`config.mk`:
```
export PLATFORM = sky130hd
export DESIGN_NAME = cbm_top
export DESIGN_NICKNAME = d
export VERILOG_FILES = /design/src/cbm_pkg.sv /design/src/cbm_top.sv
export SDC_FILE = /design/constraint.sdc
export NUM_CORES = 2
export LEC_CHECK = 0
export BUFFER_PORTS_ARGS = -buffer_cell sky130_fd_sc_hd__buf_4
export CELL_PAD_IN_SITES_DETAIL_PLACEMENT = 1
export CELL_PAD_IN_SITES_GLOBAL_PLACEMENT = 1
export CORE_UTILIZATION = 46
export DETAILED_ROUTE_END_ITERATION = 8
export PLACE_DENSITY_LB_ADDON = 0.1
export SLEW_MARGIN = 20
export SYNTH_ARGS = -nofsm -noshare
export SYNTH_HDL_FRONTEND = slang
export SYNTH_SLANG_ARGS = --single-unit
```
`constraint.sdc`:
```
create_clock -name clk_sys -period 5.04 [get_ports clk_sys]
set_clock_uncertainty 0.1 [all_clocks]
set_input_delay 0.756 -clock clk_sys [delete_from_list [all_inputs] [get_ports clk_sys]]
set_output_delay 0.756 -clock clk_sys [all_outputs]
set_load 0.01 [all_outputs]
```
`src/cbm_pkg.sv`:
```
package cbm_pkg;
	// Line geometry
	localparam int LINE_SH = 7;
	localparam int BIG_LB = 16 - LINE_SH;
	localparam int SMALL_LB = 12 - LINE_SH;
	localparam int ALIAS_LINES = 8;
	localparam int STREAMS = 8;
	localparam int PER_THREAD = 4;

	// Operation codes from the load/store pipe
	localparam logic [2:0] OP_ICBI = 3'h0;
	localparam logic [2:0] OP_TOUCH = 3'h1;
	localparam logic [2:0] OP_TOUCH_ST = 3'h2;
	localparam logic [2:0] OP_ZERO = 3'h3;
	localparam logic [2:0] OP_FLUSH = 3'h4;
	localparam logic [2:0] OP_STORE = 3'h5;
	localparam logic [2:0] OP_VSTREAM = 3'h6;

	// Touch hints and stop codes
	localparam logic [3:0] HINT_PLAIN = 4'h0;
	localparam logic [3:0] HINT_STREAM = 4'h8;
	localparam logic [3:0] HINT_STREAM_EXT = 4'ha;
	localparam logic [1:0] STOP_ALL = 2'h3;
	localparam logic [1:0] STOP_ONE = 2'h2;

	// Store queue request kinds
	localparam logic [1:0] SQ_ZERO = 2'h0;
	localparam logic [1:0] SQ_FLUSH = 2'h1;
	localparam logic [1:0] SQ_STORE = 2'h2;

	// Register map
	localparam logic [3:0] REG_CTRL = 4'h0;
	localparam logic [3:0] REG_STAT = 4'h4;
	localparam int CTRL_FGL_B = 0;
	localparam int CTRL_ITD_B = 1;
	localparam int CTRL_STL_B = 2;
	localparam int CTRL_WAY_LO = 4;
	localparam int STAT_BUSY_B = 8;
	localparam logic CTRL_BIT_RST = 1'h0;
	localparam logic [3:0] CTRL_WAY_RST = 4'hf;

	typedef enum logic [1:0] {IC_IDLE, IC_SCAN, IC_KILL} cbm_ic_state_t;
endpackage

```
`src/cbm_top.sv`:
```
// Design decisions made here: the address-and-strobe port and the address map.
`timescale 1ns/100ps
// Contract
// - Instruction invalidate works on 128-byte lines; instruction cache is never snooped.
// - Instruction invalidate uses data translation; a fault becomes a data storage exception.
// - Invalidate probes eight alias lines: pass one builds a vector, pass two invalidates.
// - Each local invalidate is broadcast with its line; invalidates from peers are performed; one is held, and a second before it starts replaces it.
// - Touch with translation enabled that faults is cancelled with no exception.
// - Touch TLB miss in hardware lookup mode reloads TLB and sets reference bit.
// - Touch cancelled on protection, inhibited, software lookup mode or guarded page.
// - Touch on L1 miss asks second level; L1 filled only for hint 0000.
// - Touch-for-store equals touch with hint 0000; touches act on 128-byte lines.
// - Eight prefetch streams, four owned by each of two threads.
// - Hints 0000, 1000, 1010; other 0x as 0000, other 1x ignored.
// - Active streams served round-robin, one line request each, lowest load priority.
// - Forced guarded loads make touches no-ops; a bit disables indexed touches.
// - Demand load hitting a pending prefetch drops it; the stream stays active.
// - Hint 1010 go 0: stop 11 ends thread streams, stop 10 ends one.
// - Stream touch naming an active stream restarts it with the new state.
// - Streams end at page boundary, at most every 64 KB; hint 1010 streams also end at unit count.
// - Real mode or disabled thread ends its streams; TLB invalidate ends all.
// - Block zero drops L1 copy, then zeroes 128 bytes in order through store queue.
// - Block zero clears even bad lines; inhibited or no L1 ways gives alignment interrupt.
// - Block flush writes back and invalidates everywhere; block store keeps copies.
// - Legacy vector stream touch and stop operations are no-ops.
module cbm_top #(
	parameter int RA_W = 42,
	parameter int UC_W = 10
) (
	// Clock and reset
	input wire logic clk_sys,
	input wire logic rstn,
	// Register port
	input wire logic [3:0] reg_addr,
	input wire logic [31:0] reg_wdata,
	input wire logic reg_wr,
	input wire logic reg_rd,
	output logic [31:0] reg_rdata,
	// Operation from the load/store pipe
	input wire logic op_valid,
	input wire logic [2:0] op_code,
	input wire logic op_thread,
	input wire logic [RA_W-1:0] op_ra,
	input wire logic op_indexed,
	input wire logic [3:0] touch_hint,
	input wire logic [1:0] op_stream_id,
	input wire logic op_go,
	input wire logic [1:0] op_stop,
	input wire logic [UC_W-1:0] stream_unit_count,
	input wire logic op_page_4k,
	input wire logic l1d_hit,
	output logic op_busy,
	// Result of the data translation array
	input wire logic xl_fault,
	input wire logic xl_tlb_miss,
	input wire logic xl_pte_found,
	input wire logic xl_prot_fail,
	input wire logic xl_cache_inhibit,
	input wire logic xl_guarded,
	// Thread state
	input wire logic [1:0] data_translate_enable,
	input wire logic [1:0] thread_enable,
	input wire logic tlbie_event,
	// Exceptions and TLB
	output logic dsi_exc,
	output logic align_int,
	output logic tlb_reload,
	output logic [RA_W-8:0] out_line,
	// Instruction cache
	output logic ic_probe,
	output logic ic_inval,
	output logic [2:0] ic_line_idx,
	output logic [RA_W-8:0] ic_line,
	input wire logic ic_probe_hit,
	// Invalidate broadcast
	output logic bc_out_valid,
	output logic [RA_W-8:0] bc_out_line,
	input wire logic bc_in_valid,
	input wire logic [RA_W-8:0] bc_in_line,
	// Data caches and store queue
	output logic l1d_inval,
	output logic l2_touch_req,
	output logic l2_touch_l1_fill,
	output logic sq_req,
	output logic [1:0] sq_kind,
	// Prefetch to second level
	output logic pf_req,
	output logic [2:0] pf_stream,
	output logic [RA_W-8:0] pf_line,
	input wire logic pf_ready,
	input wire logic pf_drop,
	input wire logic [2:0] pf_drop_stream
);
	localparam int LA_W = RA_W - cbm_pkg::LINE_SH;
	logic fgl_reg, itd_reg, stl_reg;
	logic [3:0] way_reg;
	cbm_pkg::cbm_ic_state_t ic_state;
	logic [7:0] ic_vec;
	logic bc_pend;
	logic [LA_W-1:0] bc_pend_line;
	logic zero_pend;
	logic [2:0] rr_reg;
	logic [cbm_pkg::STREAMS-1:0] s_act;
	logic [cbm_pkg::STREAMS-1:0] s_thr;
	logic [cbm_pkg::STREAMS-1:0] s_lim;
	logic [cbm_pkg::STREAMS-1:0] s_p4k;
	logic [LA_W-1:0] s_la [cbm_pkg::STREAMS];
	logic [UC_W-1:0] s_cnt [cbm_pkg::STREAMS];
	////////////////////////////////////////////////////////////////////////
	// Register port
	always_ff @(posedge clk_sys) begin
		if (!rstn) begin
			fgl_reg <= cbm_pkg::CTRL_BIT_RST;
			itd_reg <= cbm_pkg::CTRL_BIT_RST;
			stl_reg <= cbm_pkg::CTRL_BIT_RST;
			way_reg <= cbm_pkg::CTRL_WAY_RST;
		end else if (reg_wr && reg_addr == cbm_pkg::REG_CTRL) begin
			fgl_reg <= reg_wdata[cbm_pkg::CTRL_FGL_B];
			itd_reg <= reg_wdata[cbm_pkg::CTRL_ITD_B];
			stl_reg <= reg_wdata[cbm_pkg::CTRL_STL_B];
			way_reg <= reg_wdata[cbm_pkg::CTRL_WAY_LO +: 4];
		end
	end

	always_ff @(posedge clk_sys) begin
		if (!rstn) begin
			reg_rdata <= 32'h0;
		end else if (reg_rd && reg_addr == cbm_pkg::REG_CTRL) begin
			reg_rdata <= {24'h0, way_reg, 1'b0, stl_reg, itd_reg, fgl_reg};
		end else if (reg_rd && reg_addr == cbm_pkg::REG_STAT) begin
			reg_rdata <= {23'h0, ic_state != cbm_pkg::IC_IDLE, s_act};
		end else begin
			reg_rdata <= 32'h0;
		end
	end
	////////////////////////////////////////////////////////////////////////
	// Operation decode
	logic acc, is_touch, t_nop, t_on, xl_bad, is_stop, stop_all, stop_one;
	logic s_start, t_fetch, ic_local, ic_go, zero_ok, sq_ok;
	logic [3:0] hint_eff;
	logic [2:0] s_idx;
	logic [LA_W-1:0] op_line;
	always_comb begin
		acc = op_valid && !op_busy;
		op_line = op_ra[RA_W-1:cbm_pkg::LINE_SH];
		is_touch = acc && (op_code == cbm_pkg::OP_TOUCH || op_code == cbm_pkg::OP_TOUCH_ST);
		// Touch-for-store and all other 0xxx hints fold to the plain form
		hint_eff = (op_code == cbm_pkg::OP_TOUCH_ST || !touch_hint[3]) ?
			cbm_pkg::HINT_PLAIN : touch_hint;
		t_nop = fgl_reg || (op_indexed && itd_reg) || (hint_eff[3] &&
			hint_eff != cbm_pkg::HINT_STREAM && hint_eff != cbm_pkg::HINT_STREAM_EXT);
		t_on = is_touch && !t_nop;
		xl_bad = (data_translate_enable[op_thread] && xl_fault) ||
			xl_prot_fail || xl_cache_inhibit || xl_guarded || stl_reg ||
			(xl_tlb_miss && !xl_pte_found);
		is_stop = hint_eff == cbm_pkg::HINT_STREAM_EXT && !op_go;
		stop_all = t_on && is_stop && op_stop == cbm_pkg::STOP_ALL;
		stop_one = t_on && is_stop && op_stop == cbm_pkg::STOP_ONE;
		s_start = t_on && !is_stop && hint_eff != cbm_pkg::HINT_PLAIN && !xl_bad;
		t_fetch = t_on && !is_stop && !xl_bad;
		s_idx = {op_thread, op_stream_id};
		ic_local = acc && op_code == cbm_pkg::OP_ICBI && !xl_fault;
		ic_go = ic_state == cbm_pkg::IC_IDLE && (ic_local || bc_pend);
		zero_ok = acc && op_code == cbm_pkg::OP_ZERO && !xl_fault &&
			!xl_cache_inhibit && way_reg != 4'h0;
		sq_ok = acc && !xl_fault && (op_code == cbm_pkg::OP_FLUSH || op_code == cbm_pkg::OP_STORE);
	end
	////////////////////////////////////////////////////////////////////////
	// Pulses for translation, touch, zero, flush and store
	// Legacy vector stream codes fall through every branch and do nothing
	always_ff @(posedge clk_sys) begin
		if (!rstn) begin
			dsi_exc <= 1'b0;
			align_int <= 1'b0;
			tlb_reload <= 1'b0;
			l2_touch_req <= 1'b0;
			l2_touch_l1_fill <= 1'b0;
			l1d_inval <= 1'b0;
			zero_pend <= 1'b0;
			sq_req <= 1'b0;
			sq_kind <= cbm_pkg::SQ_ZERO;
			out_line <= '0;
		end else begin
			dsi_exc <= acc && xl_fault && (op_code == cbm_pkg::OP_ICBI ||
				op_code == cbm_pkg::OP_ZERO || op_code == cbm_pkg::OP_FLUSH ||
				op_code == cbm_pkg::OP_STORE);
			align_int <= acc && op_code == cbm_pkg::OP_ZERO && !xl_fault &&
				(xl_cache_inhibit || way_reg == 4'h0);
			tlb_reload <= t_fetch && xl_tlb_miss;
			l2_touch_req <= t_fetch && !l1d_hit;
			l2_touch_l1_fill <= hint_eff == cbm_pkg::HINT_PLAIN;
			// Zero ignores line errors; the second level overwrites all of it
			l1d_inval <= zero_ok && l1d_hit;
			zero_pend <= zero_ok;
			sq_req <= zero_pend || sq_ok;
			if (zero_pend) begin
				sq_kind <= cbm_pkg::SQ_ZERO;
			end else if (op_code == cbm_pkg::OP_FLUSH) begin
				sq_kind <= cbm_pkg::SQ_FLUSH;
			end else begin
				sq_kind <= cbm_pkg::SQ_STORE;
			end
			if (acc) begin
				out_line <= op_line;
			end
		end
	end
	always_ff @(posedge clk_sys) begin
		if (!rstn) begin
			op_busy <= 1'b0;
		end else begin
			op_busy <= zero_ok || ic_local || bc_in_valid || bc_pend ||
				(ic_state != cbm_pkg::IC_IDLE &&
				!(ic_state == cbm_pkg::IC_KILL && ic_line_idx == 3'h7));
		end
	end
	////////////////////////////////////////////////////////////////////////
	// Instruction cache invalidate
	// One peer invalidate is held; a second before it starts replaces it, so the first is lost
	always_ff @(posedge clk_sys) begin
		if (!rstn) begin
			bc_pend <= 1'b0;
			bc_pend_line <= '0;
			bc_out_valid <= 1'b0;
			bc_out_line <= '0;
		end else begin
			if (bc_in_valid) begin
				bc_pend <= 1'b1;
				bc_pend_line <= bc_in_line;
			end else if (ic_go && !ic_local) begin
				bc_pend <= 1'b0;
			end
			bc_out_valid <= ic_local;
			if (ic_local) begin
				bc_out_line <= op_line;
			end
		end
	end
	// Aliases mean the line may sit at any of eight places; no snoop keeps it coherent
	always_ff @(posedge clk_sys) begin
		if (!rstn) begin
			ic_state <= cbm_pkg::IC_IDLE;
			ic_vec <= 8'h0;
			ic_probe <= 1'b0;
			ic_inval <= 1'b0;
			ic_line_idx <= 3'h0;
			ic_line <= '0;
		end else begin
			case (ic_state)
				cbm_pkg::IC_IDLE: begin
					if (ic_go) begin
						ic_state <= cbm_pkg::IC_SCAN;
						ic_line_idx <= 3'h0;
						ic_probe <= 1'b1;
						ic_line <= ic_local ? op_line : bc_pend_line;
					end
				end
				cbm_pkg::IC_SCAN: begin
					ic_vec[ic_line_idx] <= ic_probe_hit;
					if (ic_line_idx == 3'h7) begin
						ic_state <= cbm_pkg::IC_KILL;
						ic_line_idx <= 3'h0;
						ic_probe <= 1'b0;
						ic_inval <= ic_vec[0];
					end else begin
						ic_line_idx <= ic_line_idx + 3'h1;
					end
				end
				cbm_pkg::IC_KILL: begin
					if (ic_line_idx == 3'h7) begin
						ic_state <= cbm_pkg::IC_IDLE;
						ic_inval <= 1'b0;
					end else begin
						ic_line_idx <= ic_line_idx + 3'h1;
						ic_inval <= ic_vec[ic_line_idx + 3'h1];
					end
				end
				default: begin
					ic_state <= cbm_pkg::IC_IDLE;
				end
			endcase
		end
	end
	////////////////////////////////////////////////////////////////////////
	// Stream entries
	genvar e;
	generate
		for (e = 0; e < cbm_pkg::STREAMS; e++) begin : g_stream
			logic kill, adv, bnd;
			assign kill = tlbie_event || !data_translate_enable[s_thr[e]] ||
				!thread_enable[s_thr[e]] || (stop_all && op_thread == s_thr[e]) ||
				(stop_one && s_idx == 3'(e));
			// Dropped prefetches still move the stream on, the demand load has the line
			assign adv = pf_req && pf_stream == 3'(e) &&
				(pf_ready || (pf_drop && pf_drop_stream == 3'(e)));
			assign bnd = s_p4k[e] ? &s_la[e][cbm_pkg::SMALL_LB-1:0] :
				&s_la[e][cbm_pkg::BIG_LB-1:0];
			always_ff @(posedge clk_sys) begin
				if (!rstn) begin
					s_act[e] <= 1'b0;
					s_thr[e] <= 1'b0;
					s_lim[e] <= 1'b0;
					s_p4k[e] <= 1'b0;
					s_la[e] <= '0;
					s_cnt[e] <= '0;
				end else if (kill) begin
					s_act[e] <= 1'b0;
				end else if (s_start && s_idx == 3'(e)) begin
					s_act[e] <= 1'b1;
					s_thr[e] <= op_thread;
					s_lim[e] <= hint_eff == cbm_pkg::HINT_STREAM_EXT;
					s_p4k[e] <= op_page_4k;
					s_la[e] <= op_line;
					s_cnt[e] <= stream_unit_count;
				end else if (adv) begin
					s_la[e] <= s_la[e] + LA_W'(1);
					s_cnt[e] <= s_cnt[e] - UC_W'(1);
					if (bnd || (s_lim[e] && s_cnt[e] <= UC_W'(1))) begin
						s_act[e] <= 1'b0;
					end
				end
			end
		end
	endgenerate
	////////////////////////////////////////////////////////////////////////
	// Round-robin prefetch issue; the load arbiter gives it lowest priority
	logic [2:0] pick;
	logic pick_ok;
	always_comb begin
		logic [2:0] k;
		k = 3'h0;
		pick = rr_reg;
		pick_ok = 1'b0;
		for (int i = 1; i <= cbm_pkg::STREAMS; i++) begin
			k = rr_reg + 3'(i);
			if (!pick_ok && s_act[k]) begin
				pick_ok = 1'b1;
				pick = k;
			end
		end
	end
	always_ff @(posedge clk_sys) begin
		if (!rstn) begin
			pf_req <= 1'b0;
			pf_stream <= 3'h0;
			pf_line <= '0;
			rr_reg <= 3'h7;
		end else if (pf_req) begin
			if (pf_ready || (pf_drop && pf_drop_stream == pf_stream) || !s_act[pf_stream] ||
				(s_start && s_idx == pf_stream)) begin
				pf_req <= 1'b0;
			end
		end else if (pick_ok && !(s_start && s_idx == pick)) begin
			pf_req <= 1'b1;
			pf_stream <= pick;
			pf_line <= s_la[pick];
			rr_reg <= pick;
		end
	end
endmodule

```
==> summary.txt <==
Setup path
  • Reg-to-Reg Start: rr_reg[1]
  • CP Capture Type: flop
  • Worst setup SP type: flop
  • Crit path arrival time: 4.97 ns
  • Reg-to-reg setup timing slack: 0.52 ns
  • Critical Path Start: rr_reg[1]
  • Crit Path Max Fanout: 41
  • CP required: around 5.5 ns
  • CP Class: reg -> reg

Power and ir drop
  • Maximum vdd drop: 325 uV
  • Leakage power: 14.5 nW
  • Pwr dens: approximately 430 nW/um^2

Die
  • Die ar.: 75000 sq um
  • Chip Height: 274 um
  • Core ar.: 73100 sq um
  • Standard-cell rows: 99
  • Initial Utilization: 0.465
  • Ports: 354
  • Die Wd: 274 um

STA
  • Crit path time final: 4.52 ns
  • Least-Margin Pin Slew: 1.12 ns
  • Max-slew violation count: 0
  • Peak Freq: approximately 220 MHz
  • Slew HR: 0.245
  • Final Hold Viols: 0
  • Finish-stage setup viols: 0
  • Final Cycle Share: 0.896
  • Setup ws final: 0.523 ns
  • Setup TNS Final: 0 ns
  • RSZ-0062 raised after global routing: no

Detailed routing
  • DR WL/cell: 23.0 um
  • DR vias: 29754
  • Antenna viol nets, final: 0
  • Violation count after the first detailed-route iteration: 2051
  • DRT Pass-1 Iters: 5
  • DRC viols: 0
  • Routed wire length: between 100 and 150 mm
  • DR vias/cell: 5.88

Layout
  • Max reg flops: 280
  • Finished Core Util: 0.544
  • Filler instances: 8496
  • Largest reg by FF count: s_la
  • Area Overhead vs Synth: 17.0%
  • Regs by FF count: s_la: 280 flops, s_cnt: 80 flops
  • Share of layout cells above drive strength 1: 0.133
  • Fin nets: 4249

Global route
  • Initial antenna violation count: 1
  • GRT Total Usage: 0.309
  • Vias in the first global route: 30400
  • Largest net degree at the start of global routing: 90
  • GRT Residual Overflow: 0
  • First-pass GRT wire length: 180 mm

Hold path
  • Hold_sp: l1d_hit
  • HP Class: in -> reg

Yosys
  • Dominant synthesized flop cell: edfxtp_1
  • Post-Synth Adder-Cell Area: 0.0177
  • Multiplexer share of the synthesized area: 0.0443
  • Post-synth EDFFs: 360
  • Seq cells post-synth: 618
  • Post-synthesis compound-gate area fraction: 0.122
  • Sequential area share after synthesis: 0.470
  • Largest family of logic cells by synthesized area: simple AND/OR/NAND/NOR gates
  • Avg Cell Area, Syn: 8.81 sq um
  • Simple-Gate Fraction of Synth Area: 0.219
  • Yosys cell types: 75
  • Synth Instances: ~3900
  • Yosys warning count: 0
  • Post-synthesis cell area: 34000 sq um
  • Synth Area in XOR/XNOR: 0.0847
  • Post-synth ARST share: 0

CTS
  • PostCTS Resize Cnt: 0
  • CTS tree: built
  • Total CTS buffers: 74
  • Root Driver: clkbuf_16
  • H-tree Lvls: 3
  • Cts hold-fix bufs: 0
  • Clock Sinks: a little over 600
  • Setup Fix Bufs, Post-CTS: 0
  • Worst-Skew Late Latency: 0.62 ns
  • Maximum root-to-sink buffer count: 3
  • Clock slew at reported path FFs: 0.06 ns

Placement
  • Hpwl dp: approximately 83 mm
  • Input/output buffers: around 300
  • Placement Setup Slack: about 0.6 ns
  • Final GP Congestion: 0.893

Status
  • Status: completed

Job
  • Max-cap violations: 0
## path summary, 6_finish.rpt
kind	endpoint	cells after the start
setup / recovery	pf_line[19]	13
hold / removal	l2_touch_req	2
hold reg to reg	bc_out_line[23]	2
setup reg to reg	pf_line[19]	13
## layout make-up
class | count | area, sq um | share of cell area
multi-input combinational | 2914 | 16800 | 0.422
sequential | 618 | 16000 | 0.402
timing repair buffer | 365 | 3000 | 0.0755
clock buffer | 104 | 2150 | 0.0542
tap | 959 | 1200 | 0.0302
clock inverter | 33 | 382 | 0.00960
inverter | 66 | 253 | 0.00635
antenna | 1 | 2.50 | 0.0000629
## cells in the final DEF, fill, tap and decap left out, types with 9 or more instances in the layout
cell	synthesis	final
nand2_1	905	897
edfxtp_1	360	360
buf_4	25	344
o21ai_0	337	337
dfxtp_1	258	258
nor2_1	258	251
nand3_1	188	188
xor2_1	181	181
a21oi_1	152	152
xnor2_1	144	143
mux2i_1	112	112
and3_1	87	87
clkbuf_16	0	79
inv_1	64	63
nand4_1	57	57
nor3_1	56	55
ha_1	48	48
a311oi_1	36	36
a32oi_1	35	35
a211oi_1	33	33
conb_1	1	23
buf_12	0	21
nor4_1	20	19
a22o_1	19	19
nand2b_1	18	18
clkbuf_1	215	16
and2_1	15	15
nor2b_1	17	14
or4_1	14	13
mux4_2	12	12
clkinv_2	0	12
o211ai_1	11	11
or3_1	10	10
nor3b_1	10	10
or2_2	9	9
a22oi_1	9	9
## layer usage
layer  vias to the layer above  GRT usage  routed length [um]
li1                      13818          -                   -
met1                     14925      0.442               53300
met2                       866      0.477               51800
met3                       145     0.0662                9440
met4                         0     0.0690                2080
met5                         -          0                   0
## critical path: stages, from the launching register on
cell      delay [ns]
dfxtp_1         0.34
inv_1           0.12
ha_1            0.64
mux2i_1         0.29
mux2i_1         0.10
o221ai_1        0.47
nand3_1         0.34
o31ai_4         0.45
xnor2_4         0.34
xnor2_2         0.27
a41oi_4         0.29
buf_12          0.24
nand4_1         0.22
a21oi_1         0.18
## cell families (layout without fill, tap and decap cells)
logic type      Yosys count  count (layout)
buf+inv                 349             568
compound gates          694             694
simple gates           1689            1689
fa+ha+maj                48              48
flops                   618             618
xor+xnor                327             327
other cells               1              24
mux                     133             133
## metrics by stage
| step | hold WS (ns) | cell area [sq um] | total power [mW] | instances |
|---|---|---|---|---|
| after global routing | 0.208 | 39800 | 17.9 | 5060 |
| after floorplan | 0.317 | 34100 | 9.06 | 3881 |
| after global placement | 0.342 | 37200 | 11.5 | 4922 |
| after detailed placement | 0.348 | 37200 | 11.6 | 4922 |
| final | 0.205 | 39800 | 17.2 | 5060 |
| after CTS | 0.178 | 39800 | 17.2 | 5059 |
## cells in the mapped netlist, types with 15 or more instances
| cell | instances | area, sq um |
|---|---|---|
| a21oi_1 | 152 | 761 |
| buf_4 | 25 | 188 |
| dfxtp_1 | 258 | 5160 |
| nor4_1 | 20 | 125 |
| xnor2_1 | 144 | 1260 |
| a311oi_1 | 36 | 315 |
| xor2_1 | 181 | 1590 |
| clkbuf_1 | 215 | 807 |
| nor2b_1 | 17 | 106 |
| mux2i_1 | 112 | 1120 |
| a211oi_1 | 33 | 248 |
| o21ai_0 | 337 | 1690 |
| nor3_1 | 56 | 280 |
| nand2_1 | 905 | 3400 |
| and3_1 | 87 | 544 |
| nand2b_1 | 18 | 113 |
| nor2_1 | 258 | 968 |
| and2_1 | 15 | 93.8 |
| a32oi_1 | 35 | 307 |
| buf_1 | 20 | 75.1 |
| inv_1 | 64 | 240 |
| a22o_1 | 19 | 166 |
| edfxtp_1 | 360 | 10800 |
| nand4_1 | 57 | 357 |
| ha_1 | 48 | 601 |
| nand3_1 | 188 | 941 |
## power by group
| group | internal, mW | leakage [nW] | switching (mW) |
|---|---|---|---|
| sequential | 5.60 | 5.82 | 0.243 |
| combinational | 1.88 | 7.40 | 3.89 |
| clock | 3.36 | 1.25 | 2.26 |
| total | 10.8 | 14.5 | 6.39 |
(Power assumes the default switching activity.)
